--- config.mk ---
export PLATFORM = sky130hd
export DESIGN_NAME = pwm4_core
export DESIGN_NICKNAME = d
export VERILOG_FILES = /design/src/hw/pwm4_core.v
export VERILOG_INCLUDE_DIRS = /design/src /design/src/include
export SDC_FILE = /design/constraint.sdc
export NUM_CORES = 1
export LEC_CHECK = 0
export BUFFER_PORTS_ARGS = -buffer_cell sky130_fd_sc_hd__buf_2
export CAP_MARGIN = 5
export CORE_AREA = 4 4 183 185
export CTS_BUF_LIST = sky130_fd_sc_hd__clkbuf_4 sky130_fd_sc_hd__clkbuf_8
export CTS_CLUSTER_DIAMETER = 120
export DETAILED_ROUTE_END_ITERATION = 6
export DIE_AREA = 0 0 187 189
export SLEW_MARGIN = 10
export SYNTH_ARGS = -nofsm -noshare
export SYNTH_HDL_FRONTEND = slang
export SYNTH_SLANG_ARGS = --single-unit
--- constraint.sdc ---
create_clock -name aclk -period 6.1 [get_ports aclk]
set_clock_uncertainty 0.05 [all_clocks]
set_input_delay 1.22 -clock aclk [delete_from_list [all_inputs] [get_ports aclk]]
set_output_delay 1.22 -clock aclk [all_outputs]
set_load 0.02 [all_outputs]
--- src/include/pwm4_defines.vh ---
`ifndef PWM4_DEFINES_VH
`define PWM4_DEFINES_VH
// ==========================================
// register indices (printed offsets, byte address = 4 * index)
`define PWM4_IDX_PERIOD_HIGH 8'hD1
`define PWM4_IDX_DUTY0_HIGH 8'hD2
`define PWM4_IDX_DUTY1_HIGH 8'hD3
`define PWM4_IDX_DUTY2_HIGH 8'hD5
`define PWM4_IDX_DUTY3_HIGH 8'hD6
`define PWM4_IDX_PERIOD_LOW 8'hD9
`define PWM4_IDX_DUTY0_LOW 8'hDA
`define PWM4_IDX_DUTY1_LOW 8'hDB
`define PWM4_IDX_MAIN_CTRL 8'hDC
`define PWM4_IDX_DUTY2_LOW 8'hDD
`define PWM4_IDX_DUTY3_LOW 8'hDE
`define PWM4_IDX_PRESCALE 8'hE0
// ==========================================
// main control register fields
`define PWM4_CTRL_RUN 7
`define PWM4_CTRL_LOAD 6
`define PWM4_CTRL_UFLOW 5
`define PWM4_CTRL_CLEAR 4
`define PWM4_CTRL_INV_MSB 3
// ==========================================
// reset values and special compare values
`define PWM4_RST_BYTE 8'h00
`define PWM4_RST_PRESCALE 8'h00
`define PWM4_CMP_ALL_ONES 10'h3FF
`define PWM4_CMP_ZERO 10'h000
`define PWM4_AXI_OKAY 2'b00
`define PWM4_AXI_SLVERR 2'b10
`endif

--- src/hw/pwm4_core.v ---
// The AXI4-Lite register port was chosen for this implementation.
`timescale 1ns/10ps
`include "pwm4_defines.vh"
module pwm4_core #(
    parameter CHANNELS = 4,
    parameter CNT_W = 10,
    parameter PRESCALE_W = 8
) (
    input wire aclk,
    input wire aresetn,
    input wire [31:0] s_axi_awaddr,
    input wire s_axi_awvalid,
    output reg s_axi_awready,
    input wire [31:0] s_axi_wdata,
    input wire [3:0] s_axi_wstrb,
    input wire s_axi_wvalid,
    output reg s_axi_wready,
    output reg [1:0] s_axi_bresp,
    output reg s_axi_bvalid,
    input wire s_axi_bready,
    input wire [31:0] s_axi_araddr,
    input wire s_axi_arvalid,
    output reg s_axi_arready,
    output reg [31:0] s_axi_rdata,
    output reg [1:0] s_axi_rresp,
    output reg s_axi_rvalid,
    input wire s_axi_rready,
    output reg [CHANNELS-1:0] pwm_out
);

// ==========================================
// holding, working and control state
// software only ever touches the hold copies; the compare stage reads the
// working copies and the counter reloads from the working period, or from the hold period at a load underflow, so a half-written 10-bit
// value (low byte done, high bits not yet) never reaches an output.
// the working copies change only at an underflow with load pending.
reg [CNT_W-1:0] period_hold_reg;
reg [CNT_W-1:0] period_work_reg;
reg [CNT_W*CHANNELS-1:0] cmp_hold_reg;
reg [CNT_W*CHANNELS-1:0] cmp_work_reg;
reg [CNT_W-1:0] count_reg;
reg [PRESCALE_W-1:0] prescale_reg;
reg [PRESCALE_W-1:0] prediv_reg;
reg run_reg;
reg load_reg;
reg uflow_reg;
reg clear_reg;
reg [CHANNELS-1:0] inv_reg;
reg [CHANNELS-1:0] raw_reg;
reg [31:0] aw_addr_reg;
reg aw_have_reg;
reg [31:0] w_data_reg;
reg [3:0] w_strb_reg;
reg w_have_reg;

reg wr_map;

// tick marks the clocks on which the counter moves; with prescaler n it
// comes every n+1 clocks, and never while run is clear.
// underflow is a tick seen at count zero, so zero is a step of its own
// and a period lasts the period value plus one ticks.
wire tick = run_reg && (prediv_reg == prescale_reg);
wire underflow = tick && (count_reg == {CNT_W{1'b0}});
wire [7:0] wr_idx = aw_addr_reg[9:2];
wire wr_ok = wr_map && (aw_addr_reg[31:10] == 22'h000000) && (aw_addr_reg[1:0] == 2'b00);
wire do_write = aw_have_reg && w_have_reg && !s_axi_bvalid;
wire wr_lo = w_strb_reg[0];

// ==========================================
// write decode: only listed indices are mapped, anything else is refused
// register map (index, byte address is four times it):
//   d1 period high bits, d9 period low byte
//   d2/da channel 0 high/low, d3/db channel 1 high/low
//   d5/dd channel 2 high/low, d6/de channel 3 high/low
//   dc main control, e0 prescaler
// main control: 7 run, 6 load, 5 underflow flag, 4 counter clear,
//   3:0 invert for channels 3 down to 0
always @* begin
    case (wr_idx)
        `PWM4_IDX_PERIOD_HIGH: wr_map = 1'b1;
        `PWM4_IDX_PERIOD_LOW: wr_map = 1'b1;
        `PWM4_IDX_DUTY0_HIGH: wr_map = 1'b1;
        `PWM4_IDX_DUTY0_LOW: wr_map = 1'b1;
        `PWM4_IDX_DUTY1_HIGH: wr_map = 1'b1;
        `PWM4_IDX_DUTY1_LOW: wr_map = 1'b1;
        `PWM4_IDX_DUTY2_HIGH: wr_map = 1'b1;
        `PWM4_IDX_DUTY2_LOW: wr_map = 1'b1;
        `PWM4_IDX_DUTY3_HIGH: wr_map = 1'b1;
        `PWM4_IDX_DUTY3_LOW: wr_map = 1'b1;
        `PWM4_IDX_MAIN_CTRL: wr_map = 1'b1;
        `PWM4_IDX_PRESCALE: wr_map = 1'b1;
        default: wr_map = 1'b0; // unmapped: ignored, answered with an error
    endcase
end

// ==========================================
// axi write channel: take address and data in either order
// the one-cycle ready pulse costs a clock per item, which is harmless
// at this register rate and keeps the take condition a simple and.
// a second write's address and data can be taken at once, but it is not
// performed until the response for the first has been accepted, so at most one response is ever pending.
always @(posedge aclk) begin
    if (!aresetn) begin
        aw_have_reg <= 1'b0;
        w_have_reg <= 1'b0;
        aw_addr_reg <= 32'h00000000;
        w_data_reg <= 32'h00000000;
        w_strb_reg <= 4'h0;
        s_axi_awready <= 1'b0;
        s_axi_wready <= 1'b0;
        s_axi_bvalid <= 1'b0;
        s_axi_bresp <= `PWM4_AXI_OKAY;
    end else begin
        // ready is a registered one-cycle pulse, so each item is taken once
        s_axi_awready <= !aw_have_reg && s_axi_awvalid && !s_axi_awready;
        s_axi_wready <= !w_have_reg && s_axi_wvalid && !s_axi_wready;
        if (s_axi_awvalid && s_axi_awready) begin
            aw_have_reg <= 1'b1;
            aw_addr_reg <= s_axi_awaddr;
        end
        if (s_axi_wvalid && s_axi_wready) begin
            w_have_reg <= 1'b1;
            w_data_reg <= s_axi_wdata;
            w_strb_reg <= s_axi_wstrb;
        end
        if (do_write) begin
            aw_have_reg <= 1'b0;
            w_have_reg <= 1'b0;
            s_axi_bvalid <= 1'b1;
            s_axi_bresp <= wr_ok ? `PWM4_AXI_OKAY : `PWM4_AXI_SLVERR;
        end else if (s_axi_bvalid && s_axi_bready) begin
            s_axi_bvalid <= 1'b0;
        end
    end
end

// ==========================================
// axi read channel with register read mux
// the mux looks at araddr directly; the master still holds the address
// at the handshake edge, so rdata is captured from a settled mux.
// unmapped reads return zero with an error response; misaligned or out-of-range reads get the error but still return the indexed byte.
reg [7:0] rd_byte;
reg rd_hit;
always @* begin
    rd_hit = 1'b1;
    case (s_axi_araddr[9:2])
        `PWM4_IDX_PERIOD_HIGH: rd_byte = {6'h00, period_hold_reg[9:8]};
        `PWM4_IDX_PERIOD_LOW: rd_byte = period_hold_reg[7:0];
        `PWM4_IDX_DUTY0_HIGH: rd_byte = {6'h00, cmp_hold_reg[9:8]};
        `PWM4_IDX_DUTY0_LOW: rd_byte = cmp_hold_reg[7:0];
        `PWM4_IDX_DUTY1_HIGH: rd_byte = {6'h00, cmp_hold_reg[19:18]};
        `PWM4_IDX_DUTY1_LOW: rd_byte = cmp_hold_reg[17:10];
        `PWM4_IDX_DUTY2_HIGH: rd_byte = {6'h00, cmp_hold_reg[29:28]};
        `PWM4_IDX_DUTY2_LOW: rd_byte = cmp_hold_reg[27:20];
        `PWM4_IDX_DUTY3_HIGH: rd_byte = {6'h00, cmp_hold_reg[39:38]};
        `PWM4_IDX_DUTY3_LOW: rd_byte = cmp_hold_reg[37:30];
        `PWM4_IDX_MAIN_CTRL: rd_byte = {run_reg, load_reg, uflow_reg, clear_reg, inv_reg[3:0]};
        `PWM4_IDX_PRESCALE: rd_byte = prescale_reg;
        default: begin
            rd_byte = 8'h00;
            rd_hit = 1'b0;
        end
    endcase
    if (s_axi_araddr[31:10] != 22'h000000 || s_axi_araddr[1:0] != 2'b00) begin
        rd_hit = 1'b0;
    end
end

always @(posedge aclk) begin
    if (!aresetn) begin
        s_axi_arready <= 1'b0;
        s_axi_rvalid <= 1'b0;
        s_axi_rdata <= 32'h00000000;
        s_axi_rresp <= `PWM4_AXI_OKAY;
    end else begin
        s_axi_arready <= s_axi_arvalid && !s_axi_arready && !s_axi_rvalid;
        if (s_axi_arvalid && s_axi_arready) begin
            s_axi_rvalid <= 1'b1;
            s_axi_rdata <= {24'h000000, rd_byte};
            s_axi_rresp <= rd_hit ? `PWM4_AXI_OKAY : `PWM4_AXI_SLVERR;
        end else if (s_axi_rvalid && s_axi_rready) begin
            s_axi_rvalid <= 1'b0;
        end
    end
end

// ==========================================
// software-written registers; reserved high bits are dropped
// only bit 0 of the strobe matters because every register is one byte.
// a write that sets clear zeroes the counter once; the bit then drops
// on its own so it cannot hold the counter at zero by accident.
always @(posedge aclk) begin
    if (!aresetn) begin
        period_hold_reg <= {CNT_W{1'b0}};
        cmp_hold_reg <= {CNT_W*CHANNELS{1'b0}};
        prescale_reg <= `PWM4_RST_PRESCALE;
        run_reg <= 1'b0;
        clear_reg <= 1'b0;
        inv_reg <= {CHANNELS{1'b0}};
    end else if (do_write && wr_ok && wr_lo) begin
        case (wr_idx)
            `PWM4_IDX_PERIOD_HIGH: period_hold_reg[9:8] <= w_data_reg[1:0];
            `PWM4_IDX_PERIOD_LOW: period_hold_reg[7:0] <= w_data_reg[7:0];
            `PWM4_IDX_DUTY0_HIGH: cmp_hold_reg[9:8] <= w_data_reg[1:0];
            `PWM4_IDX_DUTY0_LOW: cmp_hold_reg[7:0] <= w_data_reg[7:0];
            `PWM4_IDX_DUTY1_HIGH: cmp_hold_reg[19:18] <= w_data_reg[1:0];
            `PWM4_IDX_DUTY1_LOW: cmp_hold_reg[17:10] <= w_data_reg[7:0];
            `PWM4_IDX_DUTY2_HIGH: cmp_hold_reg[29:28] <= w_data_reg[1:0];
            `PWM4_IDX_DUTY2_LOW: cmp_hold_reg[27:20] <= w_data_reg[7:0];
            `PWM4_IDX_DUTY3_HIGH: cmp_hold_reg[39:38] <= w_data_reg[1:0];
            `PWM4_IDX_DUTY3_LOW: cmp_hold_reg[37:30] <= w_data_reg[7:0];
            `PWM4_IDX_MAIN_CTRL: begin
                run_reg <= w_data_reg[`PWM4_CTRL_RUN];
                clear_reg <= w_data_reg[`PWM4_CTRL_CLEAR];
                inv_reg <= w_data_reg[`PWM4_CTRL_INV_MSB:0];
            end
            `PWM4_IDX_PRESCALE: prescale_reg <= w_data_reg[PRESCALE_W-1:0];
            default: begin
            end
        endcase
    end else begin
        clear_reg <= 1'b0; // clear control acts once, then self-clears
    end
end

// ==========================================
// load and underflow flags: hardware action wins over a software write
// load is cleared by the transfer itself; software polls for the drop.
// with run clear no underflow comes, so a pending load simply waits.
wire ctrl_wr = do_write && wr_ok && wr_lo && (wr_idx == `PWM4_IDX_MAIN_CTRL);
always @(posedge aclk) begin
    if (!aresetn) begin
        load_reg <= 1'b0;
    end else if (underflow && load_reg) begin
        load_reg <= 1'b0;
    end else if (ctrl_wr) begin
        load_reg <= w_data_reg[`PWM4_CTRL_LOAD];
    end
end

// the underflow flag stands for one clock after each underflow, so a
// slow poll can miss it; load is the reliable completion signal.
// flag is plain status, no request leaves the block
always @(posedge aclk) begin
    if (!aresetn) begin
        uflow_reg <= 1'b0;
    end else if (underflow) begin
        uflow_reg <= 1'b1;
    end else if (uflow_reg || ctrl_wr) begin
        uflow_reg <= 1'b0;
    end
end

// ==========================================
// prescaler and shared down counter
// the prescaler restarts while stopped, so the first tick after run is
// set comes a full prescaler interval later, never a partial one.
always @(posedge aclk) begin
    if (!aresetn) begin
        prediv_reg <= {PRESCALE_W{1'b0}};
    end else if (!run_reg || tick) begin
        prediv_reg <= {PRESCALE_W{1'b0}};
    end else begin
        prediv_reg <= prediv_reg + {{(PRESCALE_W-1){1'b0}}, 1'b1};
    end
end

// clear has priority over everything so the start-up sequence always
// begins from a known count, even while run is already set.
always @(posedge aclk) begin
    if (!aresetn) begin
        count_reg <= {CNT_W{1'b0}};
    end else if (clear_reg) begin
        count_reg <= {CNT_W{1'b0}};
    end else if (underflow) begin
        // a pending load uses the new period straight away
        count_reg <= load_reg ? period_hold_reg : period_work_reg;
    end else if (tick) begin
        count_reg <= count_reg - {{(CNT_W-1){1'b0}}, 1'b1};
    end
end

// period and compares move together, so the new period and the new
// compares start on the same clock and no mixed period is produced.
always @(posedge aclk) begin
    if (!aresetn) begin
        period_work_reg <= {CNT_W{1'b0}};
        cmp_work_reg <= {CNT_W*CHANNELS{1'b0}};
    end else if (underflow && load_reg) begin
        period_work_reg <= period_hold_reg;
        cmp_work_reg <= cmp_hold_reg;
    end
end

// ==========================================
// per-channel compare, special values, inversion
// outputs are registered, so each one lags the counter by one clock;
// with run clear the last raw level is kept and only inversion acts,
// which lets software flip a stopped output without restarting.
genvar ch;
generate
    for (ch = 0; ch < CHANNELS; ch = ch + 1) begin : g_chan
        wire [CNT_W-1:0] cmp = cmp_work_reg[ch*CNT_W +: CNT_W];
        reg level;
        // special values first, then the over-range case, then the plain
        // compare; all ones must win even when the period is also all ones
        always @* begin
            if (cmp == `PWM4_CMP_ZERO) begin
                level = 1'b1;
            end else if (cmp == `PWM4_CMP_ALL_ONES) begin
                level = 1'b0;
            end else if (cmp > period_work_reg) begin
                level = 1'b0;
            end else begin
                // high while counter at or above compare; reload restarts high
                level = (count_reg >= cmp);
            end
        end
        always @(posedge aclk) begin
            if (!aresetn) begin
                raw_reg[ch] <= 1'b1;
                pwm_out[ch] <= 1'b1;
            end else if (run_reg) begin
                raw_reg[ch] <= level;
                pwm_out[ch] <= level ^ inv_reg[ch];
            end else begin
                pwm_out[ch] <= raw_reg[ch] ^ inv_reg[ch];
            end
        end
    end
endgenerate

endmodule // pwm4_core

---- Yosys cells after proc, flatten, opt, wreduce, memory -nomap -nowiden ----
Cells that the tools add are included.
storage, ports and cells
  bits in registers ....................... 202
  bits in latches ......................... 0
  RAM bits ................................ 0
  memory bits (read-only) ................. 0
  bits of input ports ..................... 107
  output and inout port bits .............. 45
  logic and storage cells ................. 184
  memories ................................ 0
cells by class
  $add $sub $neg .......................... 2
  multipliers ............................. 0
  divide/modulo/power cells ............... 0
  magnitude comparators ................... 8
  eq/ne operators ......................... 29
  shifts and indexed selects .............. 0
  multiplexer cells ....................... 31
  bitwise gates (word level) .............. 9
  reductions and logical operators ........ 64
operators with widths
  kind                                                                  count
  8-bit equality test, second input constant                            24
  8-bit case mux with 12 select lines                                   1
  10-bit logical NOT                                                    5
  10-bit equality test, second input constant                           4
  10-bit >= comparator                                                  4
  10-bit greater-than comparator                                        4
  10-bit two-way mux                                                    3
  2-bit AND reduction                                                   13
  1-bit two-way mux                                                     25
  12-bit OR reduction                                                   2
  22-bit logical NOT                                                    1
  22-bit nonzero test                                                   1
  1-bit logical AND                                                     21
  2-bit nonzero test                                                    5
  10-bit by 1-bit subtractor with 10-bit output, second input constant  1
  8-bit by 1-bit adder with 8-bit output, second input constant         1
  8-bit equality test                                                   1
  1-bit logical NOT                                                     8
  2-bit OR reduction                                                    4
  1-bit XOR                                                             8
  2-bit two-way mux                                                     2
  1-bit logical OR                                                      3
  2-bit logical NOT                                                     1
  1-bit NOT                                                             1

---- Longest topological paths before layout ----
  depth in word-level cells ............... 11
  gate-level depth with buffers ........... 10
  mapped depth without buffers ............ 8

---- Worst setup path after synthesis ----
Ideal clock, no wire load.
  path kind ............................... input-to-reg
  from .................................... in s_axi_araddr[5]
  to ...................................... reg s_axi_rdata[6]
  setup time .............................. 57 ps
  arrival ................................. 2769 ps
  required time ........................... 5993 ps
  slack ................................... 3223 ps
  cell stages on the path ................. 9
  buffers on the path ..................... 3
  cells stage by stage .................... clkbuf_1 > nor2_1 > and3_1 > clkbuf_1 > a21oi_1 > or3b_2 > clkbuf_1 > a21oi_1 > a21o_1
on the way
  cells in the longest elaborated chain, start to end .. 2
  elaborated cells between the ends (all ways) .. 13
  those cells by class .................... 12 x eq/ne; 1 x mux
ends and longest elaborated chain
  what                                   RTL line         source
  start: declaration                     pwm4_core.v:21   input wire [31:0] s_axi_araddr,
  8-bit equality test                    pwm4_core.v:146  case (s_axi_araddr[9:2])
  8-bit case mux with 12 select lines *  pwm4_core.v:146
  end signal: assignment                 pwm4_core.v:179  s_axi_rdata <= {24'h000000, rd_byte};
  end: declaration                       pwm4_core.v:24   output reg [31:0] s_axi_rdata,
Every way passes the cells marked *; elsewhere a longest branch is shown, timed or not.
A chain may end at the register's enable or synchronous reset.

---- Worst setup path after layout ----
  from .................................... reg count_reg[0]
  to ...................................... reg cmp_work_reg[29]
on the way
  cells in the longest elaborated chain, start to end .. 3
ends and longest elaborated chain
  what                      RTL line         source
  start: declaration        pwm4_core.v:41   reg [CNT_W-1:0] count_reg;
  start signal: assignment  pwm4_core.v:272  count_reg <= {CNT_W{1'b0}};
  start signal: assignment  pwm4_core.v:274  count_reg <= {CNT_W{1'b0}};
  start signal: assignment  pwm4_core.v:277  count_reg <= load_reg ? period_hold_reg : period_work_reg;
  10-bit logical NOT        pwm4_core.v:63   wire underflow = tick && (count_reg == {CNT_W{1'b0}});
  1-bit logical AND         pwm4_core.v:63
  1-bit logical AND         pwm4_core.v:289  end else if (underflow && load_reg) begin
  end signal: assignment    pwm4_core.v:288  cmp_work_reg <= {CNT_W*CHANNELS{1'b0}};
  end signal: assignment    pwm4_core.v:291  cmp_work_reg <= cmp_hold_reg;
  end: declaration          pwm4_core.v:40   reg [CNT_W*CHANNELS-1:0] cmp_work_reg;
Every way passes these cells.

==> out/metrics.cfg <==
[setup_path]
critPathCaptureType = flop
crit_type = flop to flop
path_max_fanout = 45
critPathLaunchType = flop
required_ps = 6460
cp.arrival_ps = 3560

[drt]
drcViolationCount = 0
wl_per_cell_um = 17.7
first_iter_violations = 638
drt-total-wl_um = 31600
ant_nets = 0
num_vias = 9480
firstDrtPassIters = 7
drt-vias-per-instance = 5.31

[floorplan]
ios = 152
start_util = 0.345
dieArea_um2 = 35300
coreArea_um2 = 32000
die_w_um = 187
core.rowCount = 66
die_h_um = 189

[power_and_ir_drop]
power_w = 0.00235
vdd.ir_drop.worst_mv = 0.132
power_density_nw_per_um2 = 193
p_leak_nw = 4.39

[synthesis]
yosys_warnings = 0
yosysTopAreaCellShare = 0.362
synthesis.area_um2 = 11100
synth_common_cells = nand2_1, dfxtp_1, a21boi_0
ys_seq_area_frac = 0.362
yosys.cell_count.top_type = nand2_1
synth_ff_type = dfxtp_1
syn-instance-count = 1307
synthArstFlopShare = 0
synth_area_leaders = dfxtp_1, ha_1, nand2_1
synth_enable_flop_cells = 0
synth.ff_latch_count = 200
avgSynthCellArea_um2 = 8.47
yosys.area.top_type = dfxtp_1
ys_types = 71

[finish]
multi_input_area_um2 = 6480
syn2layout_area_growth_pct = 10.1
drive_gt1_frac = 0.113
regArea_um2 = 4000
utilization = 0.380
num-fill-cells = 3280
n_antenna_cell = 0
layout.nets = 1552

[grt]
grt_pass1_wl_um = 49700
antenna_found_initial = 1
grt_overflow = 0
grt_pass1_vias = 8878
grt_usage = 0.176
grt_max_degree = 82

[sta]
finalSetupViolCount = 0
fmax_mhz = 312
setup_tns_ps = 0
slew_headroom = 0.178
timing_worst_slew_pin_value_ps = 1220
drv_slew = 0
grt_setup_unrepaired = no
fin_crit_sh = 0.526
finalHoldViolCount = 0
min_period_ps = 3210
layout_setup_ws_ps = 2890

[clock_tree]
cts_sinks = 200
clock_latency_ps = 480
cts_setup_buffers = 0
cts_buffers = 17
htreeDepth = 4
clock-root-buffer = clkbuf_8
cts_buffer_depth = 2
cts_resized = 0
clkTransAtPathRegs_ps = 120
cts_tree = done
hold_buffers = 0

[placed_design]
dp_slack_ps = 2680
post-dp-hpwl_um = 23600
portBuffers = 98
gp_congestion = 0.904

[hold_path]
hold_class = flop to flop

[outcome]
status = finished, final reports clean

[run]
drv_cap = 0

-- worst paths after layout --
path	startpoint	endpoint	slack, ps	cells past startpoint
max	count_reg[0]$_SDFFE_PP0P_	cmp_work_reg[29]$_SDFFE_PN0P_	2890	8
min	aw_have_reg$_SDFFE_PP0P_	s_axi_awready$_SDFF_PN0_	400	1
max reg2reg	count_reg[0]$_SDFFE_PP0P_	cmp_work_reg[29]$_SDFFE_PN0P_	2890	8
min reg2reg	aw_have_reg$_SDFFE_PP0P_	s_axi_awready$_SDFF_PN0_	400	1
-- cells by family after synthesis --
logic type | Yosys count | share of synthesized area
xor gates and xnor gates | 15 | 0.0119
buffers and inverters | 154 | 0.0617
adders and majority gates | 82 | 0.0927
DFF | 200 | 0.362
and+or+nand+nor | 515 | 0.234
other | 1 | 0.000339
AOI/OAI and AO/OA | 266 | 0.170
muxes | 74 | 0.0683
-- layout by cell type, fill, tap and decap left out, types with 5 or more instances in the layout --
cell and instances:
nand2_1 250, dfxtp_1 200, a21boi_0 102, buf_2 97, ha_1 82, mux2i_1 71, inv_1 62, nor2b_1 58
a21oi_1 45, nor2_1 39, o21ai_0 34, nor3_1 27, nand4_1 27, nor4_1 26, conb_1 26, nand3_1 23
clkbuf_8 17, nand2b_1 13, a211oi_1 11, xnor2_1 10, a22oi_1 10, nor3b_1 8, buf_4 7, and3_1 6
a21o_1 6, o221ai_1 5, a31oi_1 5, o311ai_0 5, xor2_1 5, o211ai_1 5
-- layer usage --
metal,GRT usage,share of wire,vias to the layer above
li1,-,-,4681
met1,0.246,0.47,4435
met2,0.275,0.44,320
met3,0.0367,0.071,42
met4,0.0512,0.023,2
met5,0,0.00041,-
-- stage by stage --
| stage | hold WS, ps | cell area [um2] | cells |
|---|---|---|---|
| final | 405 | 12200 | 1784 |
| after global routing | 432 | 12200 | 1784 |
| after CTS | 403 | 12200 | 1784 |
| after detailed placement | 391 | 11800 | 1752 |
| after global placement | 381 | 11800 | 1752 |
| after floorplan | 371 | 11200 | 1332 |
-- power by group --
| part | total (W) | internal (W) | leakage, nW | switching (W) |
|---|---|---|---|---|
| Sequential | 0.00133 | 0.00132 | 1.61 | 0.0000135 |
| Combinational | 0.000126 | 0.0000510 | 2.56 | 0.0000751 |
| Clock | 0.000898 | 0.000357 | 0.209 | 0.000541 |
| Total | 0.00235 | 0.00172 | 4.39 | 0.000630 |
-- area by class of cell --
class,instances,area share
multi-input combinational,978,0.532
sequential,200,0.329
timing repair buffer,104,0.0442
tap,408,0.0419
clock buffer,18,0.0198
inverter,62,0.0191
clock inverter,14,0.0148
-- worst max-delay path, cell delays in order (launching register included) --
cell and delay (ps):
dfxtp_1 380, inv_1 290, ha_1 280, nand3_1 180
nor2b_1 550, and3_1 470, buf_4 500, nand2_1 220
a21boi_0 200
Note: power is estimated with default switching activity, not from simulation.
